[config.mk]
export PLATFORM = sky130hd
export DESIGN_NAME = card_id_reader
export DESIGN_NICKNAME = d
export VERILOG_FILES = /design/src/core/card_id_pkg.sv /design/src/core/card_id_reader.sv /design/src/core/card_id_bus_engine.sv
export SDC_FILE = /design/constraint.sdc
export NUM_CORES = 2
export LEC_CHECK = 0
export ABC_AREA = 1
export BUFFER_PORTS_ARGS = -buffer_cell sky130_fd_sc_hd__clkbuf_2
export CORE_UTILIZATION = 45
export CTS_BUF_LIST = sky130_fd_sc_hd__clkbuf_8
export DETAILED_ROUTE_END_ITERATION = 7
export PLACE_DENSITY_LB_ADDON = 0.15
export REMOVE_ABC_BUFFERS = 1
export SYNTH_ARGS = -nofsm -noshare
export SYNTH_HDL_FRONTEND = slang
export SYNTH_SLANG_ARGS = --single-unit
export TNS_END_PERCENT = 30
[constraint.sdc]
create_clock -name core_clk -period 6.3 [get_ports core_clk]
set_input_delay 1.26 -clock core_clk [delete_from_list [all_inputs] [get_ports core_clk]]
set_output_delay 1.26 -clock core_clk [all_outputs]
set_load 0.02 [all_outputs]
[src/core/card_id_pkg.sv]
// constants, types and record layout for the expansion card id reader
package card_id_pkg;

  // ----------------------------------------------------------------
  // clock and bus timing
  // ----------------------------------------------------------------
  localparam int CLK_PERIOD_NS   = 50;
  localparam int BUS_PERIOD_NS   = 10000;
  localparam int QUARTER_CYCLES  = BUS_PERIOD_NS / CLK_PERIOD_NS / 4;

  // ----------------------------------------------------------------
  // card memory addressing
  // ----------------------------------------------------------------
  localparam logic [6:0] CARD_ADDR_BASE = 7'h54;
  localparam logic [7:0] ADDR_HIGH_BYTE = 8'h00;
  localparam logic [7:0] REC_BYTES      = 8'hF4;

  // ----------------------------------------------------------------
  // record layout
  // ----------------------------------------------------------------
  localparam logic [7:0] HDR_B0         = 8'hAA;
  localparam logic [7:0] HDR_B1         = 8'h55;
  localparam logic [7:0] HDR_B2         = 8'h33;
  localparam logic [7:0] HDR_B3         = 8'hEE;
  localparam logic [7:0] HDR_LEN        = 8'h04;
  localparam logic [7:0] OFS_REVISION   = 8'h04;
  localparam logic [7:0] REV_CHAR0      = 8'h41;
  localparam logic [7:0] REV_CHAR1      = 8'h31;
  localparam logic [7:0] OFS_CARD_NAME  = 8'h06;
  localparam logic [7:0] OFS_HW_VERSION = 8'h26;
  localparam logic [7:0] OFS_MAKER      = 8'h2A;
  localparam logic [7:0] OFS_PART_NUM   = 8'h3A;
  localparam logic [7:0] OFS_PIN_COUNT  = 8'h4A;
  localparam logic [7:0] OFS_SERIAL     = 8'h4C;
  localparam logic [7:0] OFS_PIN_WORDS  = 8'h58;
  localparam logic [6:0] PIN_WORDS      = 7'h4A;
  localparam logic [6:0] FIRST_ANALOG   = 7'h43;
  localparam logic [7:0] OFS_CUR_3V3    = 8'hEC;
  localparam logic [7:0] OFS_CUR_5V     = 8'hEE;
  localparam logic [7:0] OFS_CUR_SYS    = 8'hF0;
  localparam logic [7:0] OFS_SUPPLY     = 8'hF2;
  localparam logic [7:0] OFS_FREE_AREA  = 8'hF4;

  // ----------------------------------------------------------------
  // register map (byte addresses)
  // ----------------------------------------------------------------
  localparam logic [7:0] REG_CTRL      = 8'h00;
  localparam logic [7:0] REG_STATUS    = 8'h04;
  localparam logic [7:0] REG_PIN_COUNT = 8'h08;
  localparam logic [7:0] REG_CUR_3V3   = 8'h0C;
  localparam logic [7:0] REG_CUR_5V    = 8'h10;
  localparam logic [7:0] REG_CUR_SYS   = 8'h14;
  localparam logic [7:0] REG_SUPPLY    = 8'h18;
  localparam logic [7:0] REG_REC_INDEX = 8'h1C;
  localparam logic [7:0] REG_REC_DATA  = 8'h20;
  localparam logic [7:0] REG_PIN_SEL   = 8'h24;
  localparam logic [7:0] REG_PIN_INFO  = 8'h28;
  localparam logic [1:0] RESP_OKAY     = 2'h0;
  localparam logic [1:0] RESP_SLVERR   = 2'h2;

  // ----------------------------------------------------------------
  // types
  // ----------------------------------------------------------------
  typedef enum logic [1:0] {OP_START, OP_BYTE, OP_STOP} bus_op_type;

  typedef struct packed {
    bus_op_type op;
    logic [7:0] data;
    logic       ack_bit;
  } bus_cmd_type;

  typedef struct packed {
    logic       used;
    logic       slew_select;
    logic       rx_enable;
    logic       pull_direction;
    logic       pull_disable;
    logic [2:0] mux_mode;
  } pin_cfg_type;

endpackage : card_id_pkg

[src/core/card_id_reader.sv]
// expansion card identification reader with register slave
//
// The register addresses and the AXI4-Lite register port were decided locally.
`timescale 1ns/10ps
// Operation
// - send two-byte word address before each read
// - card memories answer only at 0x54-0x57
// - big-endian values, single byte reads
// - header bytes AA 55 33 EE at zero
// - revision characters A1 at offset four
// - text fields at 6, 38, 42, 58
// - pin count at 74, serial at 76
// - 74 pin words from offset 88
// - rail current limits at 236, 238, 240
// - supply indicator 242, free area from 244
// - pin word top bit used, reserved zero
// - bit six slew, bit five receiver
// - bit four pull direction, three pull disable
// - low three bits select mux mode
// - analog pins carry only usage flag
module card_id_reader (
  input  wire logic        core_clk,
  input  wire logic        resetn,
  input  wire logic [7:0]  s_axi_awaddr,
  input  wire logic        s_axi_awvalid,
  output logic             s_axi_awready,
  input  wire logic [31:0] s_axi_wdata,
  input  wire logic [3:0]  s_axi_wstrb,
  input  wire logic        s_axi_wvalid,
  output logic             s_axi_wready,
  output logic [1:0]       s_axi_bresp,
  output logic             s_axi_bvalid,
  input  wire logic        s_axi_bready,
  input  wire logic [7:0]  s_axi_araddr,
  input  wire logic        s_axi_arvalid,
  output logic             s_axi_arready,
  output logic [31:0]      s_axi_rdata,
  output logic [1:0]       s_axi_rresp,
  output logic             s_axi_rvalid,
  input  wire logic        s_axi_rready,
  input  wire logic        card_id_bus_scl_in,
  output logic             card_id_bus_scl_out,
  output logic             card_id_bus_scl_oe,
  input  wire logic        card_id_bus_sda_in,
  output logic             card_id_bus_sda_out,
  output logic             card_id_bus_sda_oe
);
  import card_id_pkg::*;

  typedef enum {SQ_IDLE, SQ_ISSUE, SQ_WAIT} seq_state_type;

  // ----------------------------------------------------------------
  // helpers
  // ----------------------------------------------------------------
  function automatic logic [7:0] header_byte(input logic [1:0] pos);
    case (pos)
      2'h0:    header_byte = HDR_B0;
      2'h1:    header_byte = HDR_B1;
      2'h2:    header_byte = HDR_B2;
      default: header_byte = HDR_B3;
    endcase
  endfunction : header_byte

  // step 0 start, 1 device write, 2-3 address, 4 restart, 5 device read, 6 data, 7 stop
  function automatic bus_cmd_type step_cmd(input logic [2:0] stp, input logic [6:0] dev, input logic [7:0] idx);
    bus_cmd_type c;
    c = '{op: OP_BYTE, data: 8'hFF, ack_bit: 1'b1};
    case (stp)
      3'h0, 3'h4: c.op = OP_START;
      3'h1:       c.data = {dev, 1'b0};
      3'h2:       c.data = ADDR_HIGH_BYTE;
      3'h3:       c.data = idx;
      3'h5:       c.data = {dev, 1'b1};
      3'h6:       c.data = 8'hFF;
      default:    c.op = OP_STOP;
    endcase
    step_cmd = c;
  endfunction : step_cmd

  // ----------------------------------------------------------------
  // state
  // ----------------------------------------------------------------
  logic [7:0]    record_mem [0:243];
  seq_state_type seq;
  logic [2:0]    step_no;
  logic [7:0]    rec_idx;
  logic          abort;
  logic [1:0]    card_sel;
  logic          busy;
  logic          done;
  logic          identified;
  logic          no_ack;
  logic          header_bad;
  logic [7:0]    view_idx;
  logic [6:0]    pin_sel;
  logic          aw_held;
  logic          w_held;
  logic [7:0]    aw_addr;
  logic [31:0]   w_data;
  logic [3:0]    w_strb;
  logic          eng_valid;
  bus_cmd_type   eng_cmd;
  logic          eng_done;
  logic [7:0]    eng_byte;
  logic          eng_ack;

  card_id_bus_engine u_engine (
    .core_clk  (core_clk),
    .resetn    (resetn),
    .cmd_valid (eng_valid),
    .cmd       (eng_cmd),
    .cmd_done  (eng_done),
    .rx_byte   (eng_byte),
    .rx_ack    (eng_ack),
    .scl_in    (card_id_bus_scl_in),
    .sda_in    (card_id_bus_sda_in),
    .scl_oe    (card_id_bus_scl_oe),
    .sda_oe    (card_id_bus_sda_oe)
  );

  // ----------------------------------------------------------------
  // decoding
  // ----------------------------------------------------------------
  // only the reserved identification range is ever addressed
  wire [6:0]  card_dev   = CARD_ADDR_BASE | {5'h00, card_sel};
  wire        write_go   = aw_held && w_held && !s_axi_bvalid;
  wire        start_req  = write_go && aw_addr == REG_CTRL && w_strb[0] && w_data[0] && !busy;
  // each header byte compared as it arrives
  wire        hdr_miss   = (rec_idx < HDR_LEN) && (eng_byte != header_byte(rec_idx[1:0]));
  wire        last_byte  = (rec_idx == REC_BYTES - 8'h01);
  wire        write_step = (step_no == 3'h1) || (step_no == 3'h2) || (step_no == 3'h3) || (step_no == 3'h5);

  // big-endian pairing of two single-byte locations
  function automatic logic [15:0] be16(input logic [7:0] ofs);
    be16 = {record_mem[ofs], record_mem[ofs + 8'h01]};
  endfunction : be16

  // revision characters checked against the expected pair
  wire        rev_ok     = identified && record_mem[OFS_REVISION] == REV_CHAR0
                           && record_mem[OFS_REVISION + 8'h01] == REV_CHAR1;
  // pin word p sits at the pin area base plus two per pin
  wire [7:0]  pin_ofs    = OFS_PIN_WORDS + {pin_sel, 1'b0};
  wire [15:0] pin_word   = be16(pin_ofs);
  wire        pin_analog = (pin_sel >= FIRST_ANALOG);
  pin_cfg_type pin_cfg;
  // usage from the top bit, reserved bits dropped
  assign pin_cfg.used           = pin_word[15];
  // analog pins report the usage flag alone
  assign pin_cfg.slew_select    = pin_word[6] && !pin_analog;
  assign pin_cfg.rx_enable      = pin_word[5] && !pin_analog;
  assign pin_cfg.pull_direction = pin_word[4] && !pin_analog;
  assign pin_cfg.pull_disable   = pin_word[3] && !pin_analog;
  assign pin_cfg.mux_mode       = pin_analog ? 3'h0 : pin_word[2:0];

  wire [31:0] status_word = {26'h0, rev_ok, header_bad, no_ack, identified, done, busy};
  wire        pin_ok      = pin_sel < PIN_WORDS;
  wire        rd_hit      = s_axi_araddr == REG_CTRL || s_axi_araddr == REG_STATUS
                            || s_axi_araddr == REG_PIN_COUNT || s_axi_araddr == REG_CUR_3V3
                            || s_axi_araddr == REG_CUR_5V || s_axi_araddr == REG_CUR_SYS
                            || s_axi_araddr == REG_SUPPLY || s_axi_araddr == REG_REC_INDEX
                            || s_axi_araddr == REG_REC_DATA || s_axi_araddr == REG_PIN_SEL
                            || s_axi_araddr == REG_PIN_INFO;
  // pin count; rail currents; supply indicator
  wire [31:0] rd_word =
      (s_axi_araddr == REG_CTRL)      ? {29'h0, card_sel, 1'b0} :
      (s_axi_araddr == REG_STATUS)    ? status_word :
      (s_axi_araddr == REG_PIN_COUNT) ? {16'h0, be16(OFS_PIN_COUNT)} :
      (s_axi_araddr == REG_CUR_3V3)   ? {16'h0, be16(OFS_CUR_3V3)} :
      (s_axi_araddr == REG_CUR_5V)    ? {16'h0, be16(OFS_CUR_5V)} :
      (s_axi_araddr == REG_CUR_SYS)   ? {16'h0, be16(OFS_CUR_SYS)} :
      (s_axi_araddr == REG_SUPPLY)    ? {16'h0, be16(OFS_SUPPLY)} :
      (s_axi_araddr == REG_REC_INDEX) ? {24'h0, view_idx} :
      // text fields and serial are read byte by byte here
      (s_axi_araddr == REG_REC_DATA)  ? {24'h0, (view_idx < REC_BYTES) ? record_mem[view_idx] : 8'h00} :
      (s_axi_araddr == REG_PIN_SEL)   ? {25'h0, pin_sel} :
      (s_axi_araddr == REG_PIN_INFO && pin_ok) ? {16'h0, pin_cfg.used, 8'h00, pin_cfg.slew_select,
                                                  pin_cfg.rx_enable, pin_cfg.pull_direction,
                                                  pin_cfg.pull_disable, pin_cfg.mux_mode} :
      32'h0000_0000;
  wire        wr_hit  = aw_addr == REG_CTRL || aw_addr == REG_REC_INDEX || aw_addr == REG_PIN_SEL;

  // ----------------------------------------------------------------
  // register slave
  // ----------------------------------------------------------------
  always_ff @(posedge core_clk) begin
    if (!resetn) begin
      aw_held       <= 1'b0;
      w_held        <= 1'b0;
      aw_addr       <= 8'h00;
      w_data        <= 32'h0000_0000;
      w_strb        <= 4'h0;
      s_axi_awready <= 1'b1;
      s_axi_wready  <= 1'b1;
      s_axi_bvalid  <= 1'b0;
      s_axi_bresp   <= RESP_OKAY;
      card_sel      <= 2'h0;
      view_idx      <= 8'h00;
      pin_sel       <= 7'h00;
    end else begin
      if (s_axi_awvalid && s_axi_awready) begin
        aw_held       <= 1'b1;
        aw_addr       <= s_axi_awaddr;
        s_axi_awready <= 1'b0;
      end
      if (s_axi_wvalid && s_axi_wready) begin
        w_held       <= 1'b1;
        w_data       <= s_axi_wdata;
        w_strb       <= s_axi_wstrb;
        s_axi_wready <= 1'b0;
      end
      if (write_go) begin
        s_axi_bvalid <= 1'b1;
        s_axi_bresp  <= wr_hit ? RESP_OKAY : RESP_SLVERR;
        if (w_strb[0] && aw_addr == REG_CTRL && !busy) begin
          card_sel <= w_data[2:1];
        end
        if (w_strb[0] && aw_addr == REG_REC_INDEX) begin
          view_idx <= w_data[7:0];
        end
        if (w_strb[0] && aw_addr == REG_PIN_SEL) begin
          pin_sel <= w_data[6:0];
        end
      end
      if (s_axi_bvalid && s_axi_bready) begin
        s_axi_bvalid  <= 1'b0;
        aw_held       <= 1'b0;
        w_held        <= 1'b0;
        s_axi_awready <= 1'b1;
        s_axi_wready  <= 1'b1;
      end
    end
  end

  always_ff @(posedge core_clk) begin
    if (!resetn) begin
      s_axi_arready <= 1'b1;
      s_axi_rvalid  <= 1'b0;
      s_axi_rdata   <= 32'h0000_0000;
      s_axi_rresp   <= RESP_OKAY;
    end else if (s_axi_arvalid && s_axi_arready) begin
      s_axi_arready <= 1'b0;
      s_axi_rvalid  <= 1'b1;
      s_axi_rdata   <= rd_word;
      s_axi_rresp   <= rd_hit ? RESP_OKAY : RESP_SLVERR;
    end else if (s_axi_rvalid && s_axi_rready) begin
      s_axi_rvalid  <= 1'b0;
      s_axi_arready <= 1'b1;
    end
  end

  // ----------------------------------------------------------------
  // record fetch sequencer
  // ----------------------------------------------------------------
  // open-drain data levels are always low; the enables carry the bits
  always_ff @(posedge core_clk) begin
    card_id_bus_scl_out <= 1'b0;
    card_id_bus_sda_out <= 1'b0;
  end

  always_ff @(posedge core_clk) begin
    if (seq == SQ_WAIT && eng_done && step_no == 3'h6) begin
      record_mem[rec_idx] <= eng_byte;
    end
  end

  always_ff @(posedge core_clk) begin
    if (!resetn) begin
      seq        <= SQ_IDLE;
      step_no    <= 3'h0;
      rec_idx    <= 8'h00;
      abort      <= 1'b0;
      busy       <= 1'b0;
      done       <= 1'b0;
      identified <= 1'b0;
      no_ack     <= 1'b0;
      header_bad <= 1'b0;
      eng_valid  <= 1'b0;
      eng_cmd    <= '{op: OP_STOP, data: 8'hFF, ack_bit: 1'b1};
    end else begin
      eng_valid <= 1'b0;
      case (seq)
        SQ_IDLE: begin
          if (start_req) begin
            seq        <= SQ_ISSUE;
            step_no    <= 3'h0;
            rec_idx    <= 8'h00;
            abort      <= 1'b0;
            busy       <= 1'b1;
            done       <= 1'b0;
            identified <= 1'b0;
            no_ack     <= 1'b0;
            header_bad <= 1'b0;
          end
        end
        SQ_ISSUE: begin
          // two address bytes precede every single-byte read
          eng_cmd   <= step_cmd(step_no, card_dev, rec_idx);
          eng_valid <= 1'b1;
          seq       <= SQ_WAIT;
        end
        SQ_WAIT: begin
          if (eng_done) begin
            seq     <= SQ_ISSUE;
            step_no <= step_no + 3'h1;
            if (write_step && !eng_ack) begin
              no_ack  <= 1'b1;
              abort   <= 1'b1;
              step_no <= 3'h7;
            end
            if (step_no == 3'h6 && hdr_miss) begin
              header_bad <= 1'b1;
              abort      <= 1'b1;
            end
            if (step_no == 3'h7) begin
              step_no <= 3'h0;
              rec_idx <= rec_idx + 8'h01;
              if (abort || last_byte) begin
                seq        <= SQ_IDLE;
                busy       <= 1'b0;
                done       <= 1'b1;
                identified <= !abort;
              end
            end
          end
        end
        default: seq <= SQ_IDLE;
      endcase
    end
  end

endmodule : card_id_reader

[src/core/card_id_bus_engine.sv]
// two-wire bus bit engine: start, stop and nine-bit byte slots
`timescale 1ns/10ps
module card_id_bus_engine (
  input  wire logic                     core_clk,
  input  wire logic                     resetn,
  input  wire logic                     cmd_valid,
  input  card_id_pkg::bus_cmd_type      cmd,
  output logic                          cmd_done,
  output logic [7:0]                    rx_byte,
  output logic                          rx_ack,
  input  wire logic                     scl_in,
  input  wire logic                     sda_in,
  output logic                          scl_oe,
  output logic                          sda_oe
);
  import card_id_pkg::*;

  typedef enum {ST_IDLE, ST_START, ST_BITS, ST_STOP} eng_state_type;

  eng_state_type state;
  logic [5:0]    tick;
  logic [1:0]    quarter;
  logic [3:0]    slot;
  logic [8:0]    tx;
  logic [8:0]    rx;
  logic [1:0]    scl_sync;
  logic [1:0]    sda_sync;

  // ----------------------------------------------------------------
  // quarter timing and clock stretch
  // ----------------------------------------------------------------
  wire quarter_end = (tick == 6'(QUARTER_CYCLES - 1));
  wire stretched   = (state != ST_IDLE) && (quarter == 2'h2) && !scl_sync[1];
  wire step        = quarter_end && !stretched;

  assign rx_byte = rx[8:1];
  assign rx_ack  = ~rx[0];

  always_ff @(posedge core_clk) begin
    scl_sync <= {scl_sync[0], scl_in};
    sda_sync <= {sda_sync[0], sda_in};
  end

  always_ff @(posedge core_clk) begin
    if (!resetn || state == ST_IDLE || step) begin
      tick <= 6'h00;
    end else if (!quarter_end) begin
      tick <= tick + 6'h01;
    end
  end

  // ----------------------------------------------------------------
  // bit sequencing
  // ----------------------------------------------------------------
  always_ff @(posedge core_clk) begin
    if (!resetn) begin
      state    <= ST_IDLE;
      quarter  <= 2'h0;
      slot     <= 4'h0;
      tx       <= 9'h1FF;
      rx       <= 9'h000;
      scl_oe   <= 1'b0;
      sda_oe   <= 1'b0;
      cmd_done <= 1'b0;
    end else begin
      cmd_done <= 1'b0;
      if (state == ST_IDLE) begin
        if (cmd_valid) begin
          quarter <= 2'h0;
          slot    <= 4'h0;
          tx      <= {cmd.data, cmd.ack_bit};
          case (cmd.op)
            OP_START: state <= ST_START;
            OP_BYTE:  state <= ST_BITS;
            OP_STOP:  state <= ST_STOP;
            default:  state <= ST_IDLE;
          endcase
        end
      end else if (step) begin
        quarter <= quarter + 2'h1;
        case (state)
          ST_START: begin
            case (quarter)
              2'h0:    sda_oe <= 1'b0;
              2'h1:    scl_oe <= 1'b0;
              2'h2:    sda_oe <= 1'b1;
              default: scl_oe <= 1'b1;
            endcase
          end
          ST_STOP: begin
            case (quarter)
              2'h0:    sda_oe <= 1'b1;
              2'h1:    scl_oe <= 1'b0;
              2'h2:    sda_oe <= 1'b0;
              default: sda_oe <= 1'b0;
            endcase
          end
          ST_BITS: begin
            case (quarter)
              2'h0:    sda_oe <= ~tx[8];
              2'h1:    scl_oe <= 1'b0;
              2'h2:    rx <= {rx[7:0], sda_sync[1]};
              default: begin
                scl_oe <= 1'b1;
                tx     <= {tx[7:0], 1'b1};
                slot   <= slot + 4'h1;
              end
            endcase
          end
          default: state <= ST_IDLE;
        endcase
        if (quarter == 2'h3 && (state != ST_BITS || slot == 4'h8)) begin
          state    <= ST_IDLE;
          cmd_done <= 1'b1;
        end
      end
    end
  end

endmodule : card_id_bus_engine

# Yosys cells after proc, flatten, opt, wreduce, memory -nomap -nowiden
# Memories as Yosys holds them, arrays and structs flattened. A register that Yosys moved wholly into a read port is not among the register bits.
# Index checks and enable logic that the tools add are counted.
dict set report word_totals {
  ram_bits 1952
  memories 1
  output_inout_bits 45
  inputBits 61
  elab_cells 296
  register_bits 206
}
dict set report classes {
  addsub 7
  n_reduce_logical 96
  eq_ne 54
  order_cmp 4
  bitwise 4
  mux 91
}
# name words width read_ports rd_clocked_by_memory_dff wr line
set mem_list {}
lappend mem_list {record_mem 244 8 15 1 1 card_id_reader.sv:83} ;# logic [7:0] record_mem [0:243];
# operator n
set op_table {}
lappend op_table {{32-bit two-way mux} 7}
lappend op_table {{16-bit two-way mux} 11}
lappend op_table {{32-bit by 2-bit equality test with 1-bit output (second input constant)} 3}
lappend op_table {{32-bit one-hot mux with 3 select lines} 1}
lappend op_table {{32-bit by 1-bit equality test with 1-bit output (second input constant)} 2}
lappend op_table {{32-bit zero test} 2}
lappend op_table {{8-bit two-way mux} 6}
lappend op_table {{9-bit two-way mux} 5}
lappend op_table {{8-bit by 5-bit equality test with 1-bit output (second input constant)} 5}
lappend op_table {{8-bit by 6-bit equality test with 1-bit output (second input constant)} 5}
lappend op_table {{32-bit by 3-bit equality test with 1-bit output (second input constant)} 1}
lappend op_table {{32-bit by 3-bit inequality test with 1-bit output (second input constant)} 1}
lappend op_table {{8-bit one-hot mux with 4 select lines} 1}
lappend op_table {{32-bit nonzero test} 1}
lappend op_table {{1-bit logical AND} 31}
lappend op_table {{1-bit two-way mux} 29}
lappend op_table {{8-bit one-hot mux with 3 select lines} 1}
lappend op_table {{4-bit AND reduction} 6}
lappend op_table {{4-bit two-way mux} 5}
lappend op_table {{1-bit one-hot mux with 2 select lines} 10}
lappend op_table {{1-bit logical OR} 19}
lappend op_table {{2-bit inequality test (second input constant)} 9}
lappend op_table {{8-bit by 1-bit adder with 8-bit output (second input constant)} 2}
lappend op_table {{8-bit by 4-bit equality test with 1-bit output (second input constant)} 2}
lappend op_table {{other kinds (44)} 91}

# Logic depth before layout (Yosys ltp)
# An unclocked memory read counts as a cell.
dict set report depth {
  word_depth 15
  ltp_mapped 23
  depth_no_buf 18
}

# Cells and area by module
# A second synthesis with hierarchy kept.
dict set report unflattened {
  hier_cells 10033
  area_unflattened_um2 97285.8
}
# module seq_area_each_um2 cells_each area_per_inst_um2 instances
set modules_own_cells {}
lappend modules_own_cells {card_id_reader 60558.1 9765 95235.1 1}
lappend modules_own_cells {card_id_bus_engine 780.7 268 2050.7 1}

# Worst setup path before layout
# No wires, ideal clock.
dict set report synth_path {
  kind {register -> register}
  startpoint {register u_engine.rx[1]}
  endpoint {register abort}
  arrival_ps 4597
  setup_slack_ps 1588
  required_ps 6185
  stages_incl_launch_ff 10
  path_cell_list {dfxtp_1 inv_1 nor4_1 a31oi_1 nor2_1 a2111oi_0 nand2_1 nand2_1 o21ai_0 inv_1}
}
dict set report synth_between {
  elab_chain_len 6
  word_cells_on_any_way 8
  classes_between {2 x eq/ne; 3 x mux; 3 x reduce/logical}
}
# element line
set synth_lines {}
lappend synth_lines {{start: declaration} card_id_bus_engine.sv:25} ;# logic [8:0] rx;
lappend synth_lines {{start signal: assignment} card_id_bus_engine.sv:102} ;# 2'h2: rx <= {rx[7:0], sda_sync[1]};
lappend synth_lines {{8-bit inequality test *} card_id_reader.sv:129} ;# wire hdr_miss = (rec_idx < HDR_LEN) && (eng_byte != header_byte(rec_idx[1:0]));
lappend synth_lines {{1-bit logical AND *} card_id_reader.sv:129}
lappend synth_lines {{1-bit logical AND *} card_id_reader.sv:310} ;# if (step_no == 3'h6 && hdr_miss) begin
lappend synth_lines {{1-bit two-way mux} card_id_reader.sv:310}
lappend synth_lines {{1-bit two-way mux} card_id_reader.sv:302} ;# if (eng_done) begin
lappend synth_lines {{1-bit one-hot mux with 2 select lines} card_id_reader.sv:281} ;# case (seq)
lappend synth_lines {{end signal: assignment} card_id_reader.sv:287} ;# abort <= 1'b0;
lappend synth_lines {{end signal: assignment} card_id_reader.sv:307} ;# abort <= 1'b1;
lappend synth_lines {{end signal: assignment} card_id_reader.sv:312} ;# abort <= 1'b1;
lappend synth_lines {{end: declaration} card_id_reader.sv:87} ;# logic abort;
# Every way passes the cells marked *; elsewhere a longest branch is shown, timed or not. The select of a mux whose other input is x is not followed.
# A chain may end at the register's enable or synchronous reset.

# Worst setup path after layout
dict set report layout_path {
  startpoint {register pin_sel[2]}
  endpoint {register s_axi_rdata[15]}
}
dict set report layout_between {
  elab_chain_len 13
  word_cells_on_any_way 15
  classes_between {1 x add/sub; 1 x order compare; 11 x mux; 1 x reduce/logical; 1 x memory}
}
# element line
set layout_lines {}
lappend layout_lines {{start: declaration} card_id_reader.sv:95} ;# logic [6:0] pin_sel;
lappend layout_lines {{start signal: assignment} card_id_reader.sv:221} ;# pin_sel <= w_data[6:0];
lappend layout_lines {{7-bit by 8-bit adder with 8-bit output or 7-bit < comparator (tied branches)} {card_id_reader.sv:142, card_id_reader.sv:156}}
lappend layout_lines {{memory 244 x 8 bit or 1-bit logical AND (tied branches)} --}
lappend layout_lines {{16-bit two-way mux *} card_id_reader.sv:176} ;# (s_axi_araddr == REG_PIN_INFO && pin_ok) ? {16'h0, pin_cfg.used, 8'h00, pin_cfg.slew_select,
lappend layout_lines {{16-bit two-way mux *} card_id_reader.sv:175} ;# (s_axi_araddr == REG_PIN_SEL) ? {25'h0, pin_sel} :
lappend layout_lines {{16-bit two-way mux *} card_id_reader.sv:174} ;# (s_axi_araddr == REG_REC_DATA) ? {24'h0, (view_idx < REC_BYTES) ? record_mem[view_idx] : 8'h00} :
lappend layout_lines {{16-bit two-way mux *} card_id_reader.sv:172} ;# (s_axi_araddr == REG_REC_INDEX) ? {24'h0, view_idx} :
lappend layout_lines {{16-bit two-way mux *} card_id_reader.sv:171} ;# (s_axi_araddr == REG_SUPPLY) ? {16'h0, be16(OFS_SUPPLY)} :
lappend layout_lines {{16-bit two-way mux *} card_id_reader.sv:170} ;# (s_axi_araddr == REG_CUR_SYS) ? {16'h0, be16(OFS_CUR_SYS)} :
lappend layout_lines {{16-bit two-way mux *} card_id_reader.sv:169} ;# (s_axi_araddr == REG_CUR_5V) ? {16'h0, be16(OFS_CUR_5V)} :
lappend layout_lines {{16-bit two-way mux *} card_id_reader.sv:168} ;# (s_axi_araddr == REG_CUR_3V3) ? {16'h0, be16(OFS_CUR_3V3)} :
lappend layout_lines {{16-bit two-way mux *} card_id_reader.sv:167} ;# (s_axi_araddr == REG_PIN_COUNT) ? {16'h0, be16(OFS_PIN_COUNT)} :
lappend layout_lines {{16-bit two-way mux *} card_id_reader.sv:166} ;# (s_axi_araddr == REG_STATUS) ? status_word :
lappend layout_lines {{16-bit two-way mux *} card_id_reader.sv:165} ;# (s_axi_araddr == REG_CTRL) ? {29'h0, card_sel, 1'b0} :
lappend layout_lines {{end signal: assignment} card_id_reader.sv:243} ;# s_axi_rdata <= rd_word;
lappend layout_lines {{end: declaration} card_id_reader.sv:37} ;# output logic [31:0] s_axi_rdata,
# Every way passes the cells marked *; elsewhere a longest branch is shown, timed or not.

==> load_flow_metrics.sql <==
INSERT INTO impl_metrics (metric_group, metric, value, unit) VALUES
('run_status', 'outcome', 'finished clean', ''),
('grt', 'grt_antenna_before_repair', '11', ''),
('detailed_routing', 'dr.pass1.iters', '7', ''),
('clocking', 'clkSinkCount', '2087', ''),
('clocking', 'worstSkewPairLatency', '1.10', 'ns'),
('die', 'start_util', '0.453', ''),
('grt', 'first_global_vias', '69267', ''),
('detailed_routing', 'detail-route-antenna-nets', '0', ''),
('setup_path', 'max_stage_delay', '0.84', 'ns'),
('grt', 'gr-usage-all-layers', '0.310', ''),
('clocking', 'postCtsHoldBufs', '0', ''),
('synthesis', 'synth-async-reset-ratio', '0', ''),
('cells_and_area', 'most_used_cells_in_the_layout_excluding_fill_and_tap_cells', 'sky130_fd_sc_hd__edfxtp_1 (1952), sky130_fd_sc_hd__nand2_1 (1633), sky130_fd_sc_hd__nor2_1 (1235)', ''),
('cells_and_area', 'commonest_non_fill_non_tap_cell_in_the_layout', 'sky130_fd_sc_hd__edfxtp_1', ''),
('sta', 'clock_skew', '0.0613', 'ns'),
('detailed_routing', 'finalWirelength', '336', 'mm'),
('place', 'place_area', '0.0969', 'sq mm'),
('sta', 'clock.fmax', '0.224', 'GHz'),
('setup_path', 'timing.critical_path.arrival', '5.49', 'ns'),
('cells_and_area', 'fillerInstances', '19386', ''),
('setup_path', 'start_kind', 'flip-flop', ''),
('grt', 'grt_first_pass_wirelength', '480', 'mm'),
('synthesis', 'ys_seq_area_frac', '0.645', ''),
('die', 'num_rows', '168', ''),
('detailed_routing', 'via_count', '74582', ''),
('setup_path', 'timing.critical_path.mode_cell', 'sky130_fd_sc_hd__nand2_1', ''),
('setup_path', 'worst_r2r_startpoint', 'pin_sel[2]$_SDFFE_PN0P_', ''),
('setup_path', 'worstSetupEndpointType', 'flip-flop', ''),
('power_and_ir_drop', 'power_density', '257', 'mW/mm^2'),
('place', 'dp_hpwl', '193', 'mm'),
('setup_path', 'reg2reg_to', 's_axi_rdata[15]$_SDFFE_PN0P_', ''),
('clocking', 'clock_tree_from_tritoncts', 'yes', ''),
('synthesis', 'instance_count_of_the_mapped_netlist', '9378', ''),
('die', 'boundaryPins', '106', ''),
('setup_path', 'cp-startpoint', 'pin_sel[2]$_SDFFE_PN0P_', ''),
('synthesis', 'synth_enable_flop_cells', '1952', ''),
('synthesis', 'yosysUniqueCellTypes', '55', ''),
('setup_path', 'timing.reg2reg.setup_slack', '1.84', 'ns'),
('clocking', 'cts.root.buffer_cell', 'sky130_fd_sc_hd__clkbuf_8', ''),
('sta', 'hold_viol', '0', ''),
('run', 'drv.max_cap_violation_count', '0', ''),
('sta', 'setup-tns-final', '0', 'ns'),
('sta', 'final.period_utilization', '0.709', ''),
('grt', 'global_route.peak_usage_layer', 'met2', ''),
('power_and_ir_drop', 'ir_worst_vdd', '244', 'uV'),
('sta', 'fin_crit', '4.46', 'ns'),
('cells_and_area', 'layout.cell_area.non_filler', '0.103', 'sq mm'),
('die', 'die_area', '0.213', 'sq mm'),
('synthesis', 'syn_area', '0.0951', 'sq mm'),
('synthesis', 'most_used_dff_post_synth', 'sky130_fd_sc_hd__edfxtp_1', ''),
('grt', 'grt.met3_usage', '0.0756', ''),
('die', 'floorplan.die.width', '462', 'um'),
('synthesis', 'synth.ff_latch_count', '2087', ''),
('sta', 'final-max-slew-violation-count', '0', ''),
('grt', 'use_met2', '0.461', ''),
('detailed_routing', 'drc', '0', ''),
('grt', 'gr-usage-met1', '0.427', ''),
('clocking', 'clock_tree.htree_level_count', '5', ''),
('die', 'die-height', '462', 'um'),
('grt', 'grt_start_max_net_pins', '189', ''),
('place', 'io_buffer_count', '58', ''),
('cells_and_area', 'layout_cells_sized_above_1', '0.0710', ''),
('clocking', 'cts-root-to-sink-buffers', '4', ''),
('grt', 'grt_overflow_total', '0', ''),
('setup_path', 'timing.critical_path.buf_inv', '3', ''),
('cells_and_area', 'p_r_area_growth_vs_syn', '8.58', '%'),
('synthesis', 'synth_warnings', '0', ''),
('setup_path', 'setup.worst_path.end', 's_axi_rdata[15]$_SDFFE_PN0P_', ''),
('cells_and_area', 'fin_nets', '9332', ''),
('clocking', 'post_cts_resized', '0', ''),
('clocking', 'cts.reportedPaths.clkPinSlew', '0.06', 'ns');
## cells by family (layout without fill, tap and decap cells)
kind of cell / count (synthesis) / count (layout) / share of synthesized area
AO/OA/AOI/OAI: 2017 / 2017 / 0.115
XOR/XNOR: 6 / 6 / 0.000553
adder cells (fa/ha/maj): 27 / 27 / 0.00355
buffers and inverters: 1050 / 1144 / 0.0518
flip-flops: 2087 / 2087 / 0.645
other: 1 / 28 / 0.0000394
AND/OR/NAND/NOR: 4190 / 4190 / 0.184
## metal layers
| layer | vias up | share of wire | wire length [um] |
|---|---|---|---|
| met5 | - | 0.000068 | 23 |
| li1 | 33009 | - | - |
| met3 | 777 | 0.11 | 37100 |
| met4 | 4 | 0.047 | 15900 |
| met2 | 4380 | 0.44 | 148000 |
| met1 | 36412 | 0.40 | 135000 |
## cells in the mapped netlist, types with 2 or more instances
library cell / count / area share
sky130_fd_sc_hd__nand2_1: 1639 / 0.065
sky130_fd_sc_hd__a221oi_1: 7 / 0.00064
sky130_fd_sc_hd__nand3_1: 1063 / 0.056
sky130_fd_sc_hd__a21oi_2: 2 / 0.00018
sky130_fd_sc_hd__buf_1: 79 / 0.0031
sky130_fd_sc_hd__nor2_1: 1235 / 0.049
sky130_fd_sc_hd__o2111ai_1: 5 / 0.00046
sky130_fd_sc_hd__clkbuf_1: 277 / 0.011
sky130_fd_sc_hd__nor2_2: 2 / 0.00013
sky130_fd_sc_hd__o22ai_1: 251 / 0.017
sky130_fd_sc_hd__or4_1: 2 / 0.00016
sky130_fd_sc_hd__buf_8: 3 / 0.00047
sky130_fd_sc_hd__inv_2: 5 / 0.00020
sky130_fd_sc_hd__a211oi_1: 5 / 0.00039
sky130_fd_sc_hd__edfxtp_1: 1952 / 0.62
sky130_fd_sc_hd__xnor2_1: 3 / 0.00028
sky130_fd_sc_hd__or2_2: 5 / 0.00033
sky130_fd_sc_hd__o211ai_1: 76 / 0.0060
sky130_fd_sc_hd__dfxtp_1: 135 / 0.028
sky130_fd_sc_hd__ha_1: 27 / 0.0036
sky130_fd_sc_hd__nor4_1: 5 / 0.00033
sky130_fd_sc_hd__o221ai_1: 58 / 0.0053
sky130_fd_sc_hd__nand4_1: 9 / 0.00059
sky130_fd_sc_hd__o21ai_0: 1070 / 0.056
sky130_fd_sc_hd__a211o_1: 5 / 0.00046
sky130_fd_sc_hd__buf_12: 3 / 0.00063
sky130_fd_sc_hd__nor4_2: 2 / 0.00026
sky130_fd_sc_hd__buf_6: 44 / 0.0052
sky130_fd_sc_hd__buf_4: 75 / 0.0059
sky130_fd_sc_hd__a2111oi_0: 5 / 0.00046
sky130_fd_sc_hd__o21ai_1: 116 / 0.0061
sky130_fd_sc_hd__nand3b_1: 9 / 0.00071
sky130_fd_sc_hd__buf_2: 228 / 0.012
sky130_fd_sc_hd__nor3_1: 213 / 0.011
sky130_fd_sc_hd__a31oi_1: 4 / 0.00026
sky130_fd_sc_hd__clkinv_1: 3 / 0.00012
sky130_fd_sc_hd__inv_1: 328 / 0.013
sky130_fd_sc_hd__a21oi_1: 406 / 0.021
sky130_fd_sc_hd__xor2_1: 3 / 0.00028
sky130_fd_sc_hd__clkbuf_2: 4 / 0.00021
## worst reg2reg max path: stages (launching register included)
cell	delay, ns
sky130_fd_sc_hd__dfxtp_4	0.84
sky130_fd_sc_hd__inv_6	0.43
sky130_fd_sc_hd__ha_4	0.53
sky130_fd_sc_hd__inv_2	0.21
sky130_fd_sc_hd__buf_12	0.39
sky130_fd_sc_hd__o21ai_1	0.29
sky130_fd_sc_hd__o22ai_1	0.54
sky130_fd_sc_hd__nand2_1	0.26
sky130_fd_sc_hd__nand3_1	0.15
sky130_fd_sc_hd__nand3_1	0.08
sky130_fd_sc_hd__nand2_1	0.08
sky130_fd_sc_hd__nand2_1	0.09
sky130_fd_sc_hd__nand3_1	0.12
sky130_fd_sc_hd__nand2_1	0.08
sky130_fd_sc_hd__nand2_1	0.12
sky130_fd_sc_hd__nand2_1	0.08
sky130_fd_sc_hd__a21oi_1	0.11
## cell type report
type,count,area (sq um),area share
multi-input combinational,6260,29000,0.281
inverter,337,1320,0.0128
antenna,8,20.0,0.000194
clock buffer,385,5300,0.0513
tap,2805,3510,0.0340
timing repair buffer,187,1680,0.0163
clock inverter,235,1010,0.00981
sequential,2087,61400,0.595
## power breakdown
group	internal, W	switching [W]	leakage [nW]	total [W]
Clock	0.00568	0.00562	3.67	0.0113
Combinational	0.0000614	0.000188	15.2	0.000249
Sequential	0.0149	0.0000276	15.7	0.0150
## per-stage QoR
stage / worst slack (ns) / util / hold WS, ns / power (W) / cells
after floorplan: -33.17 / - / 0.310 / 0.0154 / 8684
after global placement: 2.02 / 0.462 / 0.311 / 0.0155 / 11676
after detailed placement: 2.03 / 0.462 / 0.315 / 0.0155 / 11676
after CTS: 1.99 / 0.492 / 0.192 / 0.0266 / 12296
after global routing: 1.79 / 0.492 / 0.212 / 0.0272 / 12301
final: 1.84 / 0.492 / 0.284 / 0.0265 / 12304
## worst min-delay path by stage
| stage | slack, ns | to | cells past startpoint | start |
|---|---|---|---|---|
| finish | 0.28 | u_engine.scl_sync[0]$_DFF_P_ | 1 | card_id_bus_scl_in |
| global route | 0.21 | u_engine.scl_sync[0]$_DFF_P_ | 1 | card_id_bus_scl_in |
| CTS | 0.19 | u_engine.scl_sync[0]$_DFF_P_ | 1 | card_id_bus_scl_in |
| detailed placement | 0.31 | u_engine.scl_sync[1]$_DFF_P_ | 0 | u_engine.scl_sync[0]$_DFF_P_ |
| global placement | 0.31 | u_engine.scl_sync[1]$_DFF_P_ | 0 | u_engine.scl_sync[0]$_DFF_P_ |
| floorplan | 0.31 | u_engine.scl_sync[1]$_DFF_P_ | 0 | u_engine.scl_sync[0]$_DFF_P_ |
## sequential cells by signal, summed over array words and instances, names as in the netlist, 6 cells and up, named ones only
name,cells
aw_addr,8
eng_cmd,10
pin_sel,7
rec_idx,8
record_mem,1952
s_axi_rdata,16
u_engine.rx,9
u_engine.tick,6
u_engine.tx,8
view_idx,8
w_data,8
(Power assumes the default switching activity.)
